## src/hw/scw_pkg.sv

```systemverilog
// Package of constants and carrier types for the scan cycle watchdog.
package scw_pkg;

	// Timeout setting limits and default, in milliseconds.
	localparam int unsigned TIMEOUT_MIN_MS = 100;
	localparam int unsigned TIMEOUT_MAX_MS = 5000;
	localparam logic [12:0] TIMEOUT_DEFAULT_MS = 13'h0190;

	// Core clock rate and the cycles that make one millisecond tick.
	localparam int unsigned CORE_CLK_HZ = 40000000;
	localparam int unsigned MS_PER_S = 1000;
	localparam int unsigned TICK_CYCLES = CORE_CLK_HZ / MS_PER_S;

	// Reset values of the time words.
	localparam logic [15:0] TIME_WORD_RESET = 16'h0000;

	// One less than the length of the system reset pulse after a watchdog error, in cycles.
	localparam int unsigned SYS_RESET_CYCLES = 16;

	// Program language of the running program.
	typedef enum logic [0:0] {
		SCW_LANG_LADDER = 1'b0,
		SCW_LANG_FBD = 1'b1
	} scw_lang_type;

	// Watchdog state.
	typedef enum logic [1:0] {
		SCW_ST_STOPPED = 2'b00,
		SCW_ST_RUNNING = 2'b01,
		SCW_ST_TRIPPED = 2'b10
	} scw_state_type;

	// Program-side events that steer the watchdog.
	typedef struct packed {
		logic running;
		scw_lang_type lang;
		logic scan_start;
		logic idle_instruction;
	} scw_prog_type;

	// Readable time words, in milliseconds.
	typedef struct packed {
		logic [15:0] max_scan_time_word;
		logic [15:0] exec_time_word;
	} scw_times_type;

endpackage : scw_pkg

```

## src/hw/scw_tick.sv

```systemverilog
// Millisecond tick generator for the scan cycle watchdog.
`timescale 1ns/1ps
module scw_tick import scw_pkg::*; #(
	parameter int unsigned CYCLES = TICK_CYCLES
) (
	input wire logic core_clk,
	input wire logic sys_rst,
	input wire logic clear,
	output logic tick
);
	localparam int W = $clog2(CYCLES);
	localparam logic [W-1:0] LAST = W'(CYCLES - 1);

	logic [W-1:0] count_reg;
	logic [W-1:0] count_next;

	initial begin
		if (CYCLES < 2) $error("scw_tick needs at least two cycles per tick.");
	end

	// Counts cycles; clear restarts the millisecond so timing starts from a scan edge.
	always_comb begin
		if (clear || count_reg == LAST) begin
			count_next = '0;
		end else begin
			count_next = count_reg + 1'b1;
		end
	end

	always_ff @(posedge core_clk) begin
		if (sys_rst) begin
			count_reg <= '0;
		end else begin
			count_reg <= count_next;
		end
	end

	// Pulses for one cycle at the end of each full millisecond.
	assign tick = !clear && (count_reg == LAST);

endmodule : scw_tick

```

## src/hw/scw_watchdog.sv

```systemverilog
// Scan cycle watchdog: times each scan and resets the system on overrun.
// Behaviour
// - While the program runs, a scan that lasts longer than the set timeout raises a watchdog error.
// - A watchdog error resets the whole system so it can return to normal operation.
// - Each idle instruction executed by a ladder program restarts the watchdog timing.
// - A function block diagram program restarts the watchdog timing only at a scan start.
// - The timeout accepts 100 ms to 5000 ms and defaults to 400 ms when none is given.
// - The longest scan time seen so far is kept in a readable word.
// - The program execution time is readable while a program runs.
//
// Operation in brief:
// The watchdog timer counts whole milliseconds from the last kick, where a kick is a scan start
// or an idle instruction taken from a ladder program. A tick that finds the count already at the
// limit trips the block: the reset request then stands for a fixed number of cycles and the
// error flag stays up until the system reset clears it.
// The scan timer runs on a millisecond of its own that restarts only at a scan start. Idle
// kicks therefore shorten neither the reported execution time nor the longest scan time.
// Both time words saturate at their top value instead of wrapping.
// The block never resets itself; the system is expected to feed the reset request back.
`timescale 1ns/1ps
module scw_watchdog import scw_pkg::*; #(
	parameter int unsigned TICK_CYC = TICK_CYCLES,
	parameter int unsigned RST_CYC = SYS_RESET_CYCLES
) (
	input wire logic core_clk,
	input wire logic sys_rst,
	input wire scw_prog_type prog,
	input wire logic timeout_valid,
	input wire logic [12:0] timeout_ms,
	output scw_times_type times,
	output logic wdt_error,
	output logic wdt_sys_reset,
	output logic [12:0] timeout_in_use
);
	localparam logic [12:0] TMIN = 13'(TIMEOUT_MIN_MS);
	localparam logic [12:0] TMAX = 13'(TIMEOUT_MAX_MS);
	localparam int RW = $clog2(RST_CYC + 1);
	localparam logic [RW-1:0] RST_LAST = RW'(RST_CYC);

	initial begin
		if (RST_CYC < 1) $error("scw_watchdog needs a reset pulse of one cycle or more.");
		if (TICK_CYC < 2) $error("scw_watchdog needs at least two cycles per millisecond.");
	end

	scw_state_type state_reg;
	scw_state_type state_next;
	logic [12:0] limit_reg;
	logic [12:0] limit_next;
	logic [12:0] wdt_ms_reg;
	logic [12:0] wdt_ms_next;
	logic [15:0] scan_ms_reg;
	logic [15:0] scan_ms_next;
	logic [15:0] max_reg;
	logic [15:0] max_next;
	logic [15:0] exec_reg;
	logic [15:0] exec_next;
	logic [RW-1:0] rst_cnt_reg;
	logic [RW-1:0] rst_cnt_next;
	logic err_reg;
	logic err_next;
	logic kick;
	logic tick;
	logic scan_tick;

	// A kick restarts timing; only ladder programs may kick by idle instruction.
	assign kick = prog.scan_start
		|| (prog.idle_instruction && prog.lang == SCW_LANG_LADDER);

	// The watchdog millisecond restarts on every kick.
	scw_tick #(
		.CYCLES(TICK_CYC)
	) u_tick (
		.core_clk(core_clk),
		.sys_rst(sys_rst),
		.clear(kick || state_reg != SCW_ST_RUNNING),
		.tick(tick)
	);

	// The scan millisecond restarts only at a scan start, so idle kicks do not shorten scans.
	scw_tick #(
		.CYCLES(TICK_CYC)
	) u_scan_tick (
		.core_clk(core_clk),
		.sys_rst(sys_rst),
		.clear(prog.scan_start || state_reg != SCW_ST_RUNNING),
		.tick(scan_tick)
	);

	// Next limit; out-of-range settings are ignored so the limit stays sane.
	always_comb begin
		limit_next = limit_reg;
		if (timeout_valid && timeout_ms >= TMIN && timeout_ms <= TMAX) begin
			limit_next = timeout_ms;
		end
	end

	// Registers the timeout limit.
	always_ff @(posedge core_clk) begin
		if (sys_rst) begin
			limit_reg <= TIMEOUT_DEFAULT_MS;
		end else begin
			limit_reg <= limit_next;
		end
	end

	// Next values of the watchdog state, timer, pulse counter and error flag.
	always_comb begin
		state_next = state_reg;
		wdt_ms_next = wdt_ms_reg;
		rst_cnt_next = rst_cnt_reg;
		err_next = err_reg;
		case (state_reg)
			SCW_ST_STOPPED: begin
				wdt_ms_next = '0;
				if (prog.running) begin
					state_next = SCW_ST_RUNNING;
				end
			end
			SCW_ST_RUNNING: begin
				if (!prog.running) begin
					state_next = SCW_ST_STOPPED;
				end else if (kick) begin
					wdt_ms_next = '0;
				end else if (tick) begin
					// Tripping on a tick at the limit means the scan has outlived it.
					if (wdt_ms_reg >= limit_reg) begin
						state_next = SCW_ST_TRIPPED;
						err_next = 1'b1;
						rst_cnt_next = '0;
					end else begin
						wdt_ms_next = wdt_ms_reg + 1'b1;
					end
				end
			end
			SCW_ST_TRIPPED: begin
				// The pulse lasts a fixed count; the error flag survives until sys_rst.
				if (rst_cnt_reg == RST_LAST) begin
					state_next = SCW_ST_STOPPED;
				end else begin
					rst_cnt_next = rst_cnt_reg + 1'b1;
				end
			end
			default: begin
				state_next = SCW_ST_STOPPED;
			end
		endcase
	end

	// Registers the watchdog state group.
	always_ff @(posedge core_clk) begin
		if (sys_rst) begin
			state_reg <= SCW_ST_STOPPED;
			wdt_ms_reg <= '0;
			rst_cnt_reg <= '0;
			err_reg <= 1'b0;
		end else begin
			state_reg <= state_next;
			wdt_ms_reg <= wdt_ms_next;
			rst_cnt_reg <= rst_cnt_next;
			err_reg <= err_next;
		end
	end

	// Next values of the scan timer and the readable time words.
	always_comb begin
		scan_ms_next = scan_ms_reg;
		max_next = max_reg;
		exec_next = exec_reg;
		if (state_reg != SCW_ST_RUNNING) begin
			scan_ms_next = '0;
		end else if (prog.running && prog.scan_start) begin
			// The finished scan is reported and compared with the longest one.
			exec_next = scan_ms_reg;
			if (scan_ms_reg > max_reg) begin
				max_next = scan_ms_reg;
			end
			scan_ms_next = '0;
		end else if (scan_tick && scan_ms_reg != 16'hffff) begin
			// Scan time saturates rather than wrapping.
			scan_ms_next = scan_ms_reg + 1'b1;
		end
	end

	// Registers the scan timer and the time words.
	always_ff @(posedge core_clk) begin
		if (sys_rst) begin
			scan_ms_reg <= TIME_WORD_RESET;
			max_reg <= TIME_WORD_RESET;
			exec_reg <= TIME_WORD_RESET;
		end else begin
			scan_ms_reg <= scan_ms_next;
			max_reg <= max_next;
			exec_reg <= exec_next;
		end
	end

	// Outputs all come straight from registers or the state register.
	assign times.max_scan_time_word = max_reg;
	assign times.exec_time_word = exec_reg;
	assign wdt_error = err_reg;
	assign wdt_sys_reset = (state_reg == SCW_ST_TRIPPED);
	assign timeout_in_use = limit_reg;

endmodule : scw_watchdog

```

## config.mk

```make
export PLATFORM = sky130hd
export DESIGN_NAME = scw_watchdog
export DESIGN_NICKNAME = d
export VERILOG_FILES = /design/src/hw/scw_pkg.sv /design/src/hw/scw_tick.sv /design/src/hw/scw_watchdog.sv
export SDC_FILE = /design/constraint.sdc
export NUM_CORES = 1
export LEC_CHECK = 0
export ABC_AREA = 1
export ABC_CLOCK_PERIOD_IN_PS = 2550
export BUFFER_PORTS_ARGS = -buffer_cell sky130_fd_sc_hd__buf_2
export CAP_MARGIN = 20
export CELL_PAD_IN_SITES_DETAIL_PLACEMENT = 2
export CELL_PAD_IN_SITES_GLOBAL_PLACEMENT = 2
export CORE_ASPECT_RATIO = 1.2
export CORE_MARGIN = 2
export CORE_UTILIZATION = 33
export CTS_BUF_LIST = sky130_fd_sc_hd__clkbuf_8 sky130_fd_sc_hd__clkbuf_16
export CTS_CLUSTER_DIAMETER = 80
export DETAILED_ROUTE_END_ITERATION = 7
export PLACE_DENSITY_LB_ADDON = 0.1
export SKIP_LAST_GASP = 1
export SYNTH_ARGS = -nofsm -noshare
export SYNTH_HDL_FRONTEND = slang
export SYNTH_SLANG_ARGS = --single-unit
export TNS_END_PERCENT = 20
```

## constraint.sdc

```tcl
create_clock -name core_clk -period 2.55 [get_ports core_clk]
set_clock_uncertainty 0.15 [all_clocks]
set_input_delay 0.765 -clock core_clk [delete_from_list [all_inputs] [get_ports core_clk]]
set_output_delay 0.765 -clock core_clk [all_outputs]
set_load 0.02 [all_outputs]
```

==> summary.txt, run 1 <==
Outcome = finished clean
Tot Pwr = 4.87 mW
Most repeated cell in the gate-level netlist after synthesis = nand2_1
Final-stage net count = 1,051
Global router's overall resource usage = 20.0%
Maximum number of pins on one net before global-route repair = 33
Crit Reg-Reg Startpoint = timeout_in_use[12]$_SDFFE_PP0P_
Arrival time at the worst endpoint = 2.44 ns
Number of H-tree levels = 4
Setup TNS after final layout = 0 ns
Clock buffer count from CTS = 17
Min Hold Slack = 0.306 ns
Cell type contributing the most total cell area after synthesis = dfxtp_1
Area of the die = 20,600 um2
Highest cell delay on the worst timing path = 0.35 ns
TritonCTS Sinks = 114
Area of the mapped netlist = 6440 um2
Met3 routed wirelength = 374 um
Classification of the worst setup path = flip-flop to flip-flop
Iteration-0 DRC Markers = 212
Post-Place Cells = 1,233
Total number of yosys warnings = 0
Cell Rows = 55
Final-report hold violation count = 0
Worst Path Required = 2.70 ns
Ranking of synthesized cells by area = dfxtp_1 35%, nand2_1 10%, ha_1 6.8%
Number of synthesized register bits = 114
Crit. Startpoint = timeout_in_use[12]$_SDFFE_PP0P_
Met2 WL post-DR = 10.9 mm
Clk_lat worst skew = 0.42 ns
Static Leak = 3.23 nW
Top routing layer used = met5
Sort of element at the end of the critical path = flip-flop
Die outline height = 157 um
Compound-gate portion of the synthesized area = 12.6%
Worst-path cell with the longest stage delay = dfxtp_1
Worst setup path endpoint = wdt_ms_reg[11]$_SDFFE_PP0P_
Antenna viol nets, final = 0
Diodes inserted = 0
Number of vias per cell after detailed routing = 5.00
1st-pass router iterations = 4
Ordered list of cells on the worst path = inv_1 > ha_1 > nand2_1 > inv_1 > a21oi_1 > nand3_1 > nor2_1 > nand2_2 > nand2_2 > nand2_1 > nand2_1 > nor2_1
Initial Utilization = 33.9%
Main synth FF type = dfxtp_1
Footprint of the multi-input gates = 3550 um2
Cell repeated most along the worst path = nand2_1
Maximum fanout count along the critical path = 13
Portion of the post-synthesis area used by sequential elements = 35.4%
Initial antenna violation count = 1
Mux cell area share after synthesis = 0%
Clock-pin slew of the registers on the worst-case setup and hold paths = 0.05 ns
Post-route fraction of the period consumed by the critical path = 89.7%
Setup slack of the worst register-to-register path = 0.26 ns
Relative slew margins = 49.3%
Hold Crit Depth = 2
Post-CTS resize count = 0
Total overflow reported by the global router = 0
Cell at the root of the clock tree = clkbuf_16
Die width = 132 um
Max Slew Vio Count = 0
RSZ-0062 raised after global routing = no
Fmax = 437 MHz
Gate count after technology mapping = 917
Total of fill cells in the finished design = 2,302
Number of remaining DRC errors = 0
Worst Setup Start Kind = flip-flop
Shortest period the worst path allows = 2.29 ns
Share of async-settable or async-resettable flops after synthesis = 0%
Synthesized net count = 972
Xor and xnor fraction of the mapped netlist area = 2.72%
Final RePlAce weighted congestion = 0.742
CTS Buffer Depth = 2
Fraction of final layout cells sized beyond drive strength 1 = 18.5%
Number of global-route vias before repair = 6,806
IO Port Bufs = 66
Clock tree from TritonCTS = yes
Routed wire per std cell = 15.6 um
Count of hold-fix buffers inserted at cts = 0
Number of enable flip-flop cells after synthesis = 0
Total Routed Length = 19.8 mm
Post-synthesis cell type count = 46
Post-CTS Setup Bufs = 0
Top-level I/O count = 67
Ratio of total power to cell area = 628 nW/um2
Number of cell instances on the worst register-to-register path = 12
Setup violations, final = 0
Adder-Cell Fraction of Synth Area = 6.80%
Max capacitance violation total = 0
Global-route wire length before repair = 33.5 mm
Simple-gate share of the synthesized area = 33.1%
Most common library cells after synthesis = 173 x nand2_1, 114 x dfxtp_1, 110 x inv_1, 107 x nor2_1, 84 x nand3_1
Mean cell area of the mapped netlist = 7.02 um2
Layout Area Growth over Synthesis = 20.4%
Via total after detailed routing = 6,324
IR drop worst, VDD = 0.453 mV
Worst reg2reg path endpoint = wdt_ms_reg[11]$_SDFFE_PP0P_
Fin cells = 1,265
Routed length on met1 = 8.34 mm
Type of the worst min-delay path = flip-flop to flip-flop
Area share of the largest cell type after synthesis = 35.4%
Core Footprint = 19,000 um2
Slew at the pin closest to its max-slew limit = 0.758 ns
FF/Latch Area = 2280 um2
Combinational family with the most area after synthesis = simple AND/OR/NAND/NOR gates
DPL Wire Length = 14.5 mm
[per-stage QoR]
step,util (%),worst slack [ns],cell area (um2)
CTS,40.8,0.203,7750
detailed placement,37.5,0.212,7120
finish,40.8,0.263,7750
global placement,37.5,0.260,7120
global route,40.8,0.0534,7750
floorplan,-,0.462,6440
[logic make-up (layout without fill, tap and decap cells)]
kind of cell,count (synthesis),count (layout)
adders and majority gates,35,35
xor gates and xnor gates,20,20
and+or+nand+nor,460,460
DFF,114,114
AOI/OAI and AO/OA,139,139
buffers and inverters,149,241
[layer usage]
metal / track usage (%) / up-vias
met4: 4.81 / 2
met2: 39.3 / 46
met1: 22.3 / 3116
met3: 3.25 / 17
li1: - / 3143
met5: 0 / -
[area by class of cell]
class	instances	area share, %
Sequential cell	114	29.4
Inverter	121	5.86
Timing Repair Buffer	88	6.55
Multi-Input combinational cell	654	45.8
Tap cell	256	4.13
Clock buffer	21	6.20
Clock inverter	11	2.05
[worst max-delay path, delay by kind of cell (launching register included)]
kind / cells / cell delay (ns)
AND/OR/NAND/NOR: 8 / 0.99
adder cells (fa/ha/maj): 1 / 0.30
flip-flops: 1 / 0.35
buffers and inverters: 2 / 0.09
AO/OA/AOI/OAI: 1 / 0.28
[worst min-delay path by stage]
stage	from	to	slack [ns]
2_1_floorplan	u_scan_tick.count_reg[0]$_SDFF_PP0_	u_scan_tick.count_reg[0]$_SDFF_PP0_	0.27
3_3_place_gp	u_scan_tick.count_reg[0]$_SDFF_PP0_	u_scan_tick.count_reg[0]$_SDFF_PP0_	0.29
3_5_place_dp	wdt_error$_SDFFE_PP0P_	wdt_error$_SDFFE_PP0P_	0.30
4_1_cts	wdt_error$_SDFFE_PP0P_	wdt_error$_SDFFE_PP0P_	0.31
5_1_grt	u_tick.count_reg[0]$_SDFF_PP0_	u_tick.count_reg[0]$_SDFF_PP0_	0.34
6_report	wdt_error$_SDFFE_PP0P_	wdt_error$_SDFFE_PP0P_	0.31
[power by group]
group	internal, mW	leakage, nW	switching [mW]
Combinational	0.130	1.99	0.281
Sequential	1.82	0.922	0.0296
Clock	1.73	0.321	0.881
[layout by cell type, fill, tap and decap left out, types with 25 or more instances in the layout]
master	count
nand2_1	173
dfxtp_1	114
inv_1	112
nor2_1	107
nand3_1	84
a21oi_1	76
buf_2	66
ha_1	35
nor3_1	25
o21ai_0	25
(Power assumes the default switching activity.)
==> run 2: changes to the inputs <==
Settings changed: ABC_CLOCK_PERIOD_IN_PS 2550 to 2000, CORE_UTILIZATION 33 to 30, CTS_CLUSTER_DIAMETER 80 to unset.
Clock period 2.55 ns to 2 ns, I/O delays scaled along.
==> summary.txt, run 2 (synthesis gave the netlist of run 1 again) <==
Outcome = finished, violations left
Ratio of total power to cell area = 691 nW/um2
Family with the most delay on the worst path = simple AND/OR/NAND/NOR gates
Die width = 138 um
Classification of the worst setup path = flip-flop to flip-flop
Most frequent cells in the layout = 152 x nand2_1, 98 x buf_4, 97 x inv_1
Top-level I/O count = 67
Most common library cell in the layout ignoring fill and taps = nand2_1
Iteration-0 DRC Markers = 164
Layout Area Growth over Synthesis = 41.6%
Clk_lat worst skew = 0.42 ns
Antenna viol nets, final = 0
Number of global-route vias before repair = 7,294
Clock-pin slew of the registers on the worst-case setup and hold paths = 0.05 ns
Worst Path Required = 2.19 ns
Worst Setup Start Kind = flip-flop
Arrival time at the worst endpoint = 2.24 ns
Maximum fanout count along the critical path = 6
Diodes inserted = 0
Relative slew margins = 68.7%
CTS Buffer Depth = 2
Sort of element at the end of the critical path = flip-flop
Setup violations, final = 9
Cell Rows = 58
Shortest period the worst path allows = 2.05 ns
Clock tree from TritonCTS = yes
Total Routed Length = 24.1 mm
Min Hold Slack = 0.305 ns
RSZ-0062 raised after global routing = yes
Clock buffer count from CTS = 17
Number of H-tree levels = 4
Final-stage net count = 1,142
Violated checks = setup timing
Post-route fraction of the period consumed by the critical path = 103%
Type of the worst min-delay path = flip-flop to flip-flop
Worst path setup slack after routing = -0.0544 ns
Final-report hold violation count = 0
Static Leak = 3.78 nW
Max capacitance violation total = 0
Area of the die = 22,700 um2
Highest cell delay on the worst timing path = 0.36 ns
Count of hold-fix buffers inserted at cts = 0
Global router's overall resource usage = 19.9%
Initial Utilization = 30.6%
TritonCTS Sinks = 114
Cell at the root of the clock tree = clkbuf_16
Core Util, Final = 43.3%
1st-pass router iterations = 4
Initial antenna violation count = 0
Buffers and inverters on the worst path = 2
IR drop worst, VDD = 0.582 mV
Tot Pwr = 6.30 mW
Worst-path cell with the longest stage delay = dfxtp_2
Slew at the pin closest to its max-slew limit = 0.466 ns
Fmax = 487 MHz
DPL Wire Length = 16.3 mm
Die outline height = 164 um
Via total after detailed routing = 6,781
Ordered list of cells on the worst path = inv_1 > ha_4 > nand2_1 > nand2_1 > nand2_2 > nand2_2 > nand2_2 > nand3_4 > nor2_4 > nand2_4 > nand2_4 > buf_6 > nand2_1 > a21oi_1
Core Footprint = 21,000 um2
IO Port Bufs = 66
Maximum number of pins on one net before global-route repair = 33
Routed wire per std cell = 17.6 um
Max Slew Vio Count = 0
Fraction of final layout cells sized beyond drive strength 1 = 35.5%
Number of remaining DRC errors = 0
Total overflow reported by the global router = 0
Number of vias per cell after detailed routing = 4.96
Final RePlAce weighted congestion = 0.773
Global-route wire length before repair = 35.5 mm
==> run 2: final cells by class <==
type	instances	area (um2)
timing repair buffer	179	1320
sequential	114	2310
clock buffer	21	480
fill	2450	11900
multi-input combinational	654	4100
tap	270	338
inverter	121	454
clock inverter	7	109
==> run 2: final timing paths <==
check                                      start                                  end  slack, ns  cells after the start
max               timeout_in_use[5]$_SDFFE_PP0P_          wdt_ms_reg[12]$_SDFFE_PP0P_      -0.05                     14
min          u_scan_tick.count_reg[0]$_SDFF_PP0_  u_scan_tick.count_reg[0]$_SDFF_PP0_       0.31                      1
max reg2reg       timeout_in_use[5]$_SDFFE_PP0P_          wdt_ms_reg[12]$_SDFFE_PP0P_      -0.05                     14
min reg2reg  u_scan_tick.count_reg[0]$_SDFF_PP0_  u_scan_tick.count_reg[0]$_SDFF_PP0_       0.31                      1
==> run 2: layer usage <==
metal | wire length, um | vias up | GRT usage, %
met4 | 720 | 0 | 5.52
met1 | 9320 | 3333 | 21.0
met2 | 13600 | 77 | 39.7
met5 | 0 | - | 0
met3 | 469 | 45 | 3.59
li1 | - | 3326 | -
==> run 2: what timing repair did <==
item / CTS / global route
resized for setup: 23 / 119
gates cloned: 0 / 4
pin swaps: 5 / 39
setup buffers: 0 / 8
endpoints found under the setup margin: 35 / 49
==> run 2: report_power, final <==
group	switching [mW]	internal, mW	leakage (nW)	total, mW
Combinational	0.499	0.331	2.55	0.830
Clock	1.06	2.05	0.298	3.11
Sequential	0.0358	2.33	0.931	2.36
Total	1.60	4.71	3.78	6.30
==> run 2: metrics by stage <==
stage | area, um2 | TNS [ns] | cells | worst slack (ns)
4_1_cts | 8500 | -0.253 | 1355 | -0.0305
3_5_place_dp | 7810 | -2.84 | 1327 | -0.146
2_1_floorplan | 6450 | -0.00458 | 917 | -0.00458
6_report | 9120 | -0.269 | 1366 | -0.0544
3_3_place_gp | 7810 | -0.179 | 1327 | -0.0963
5_1_grt | 9120 | -3.65 | 1366 | -0.187
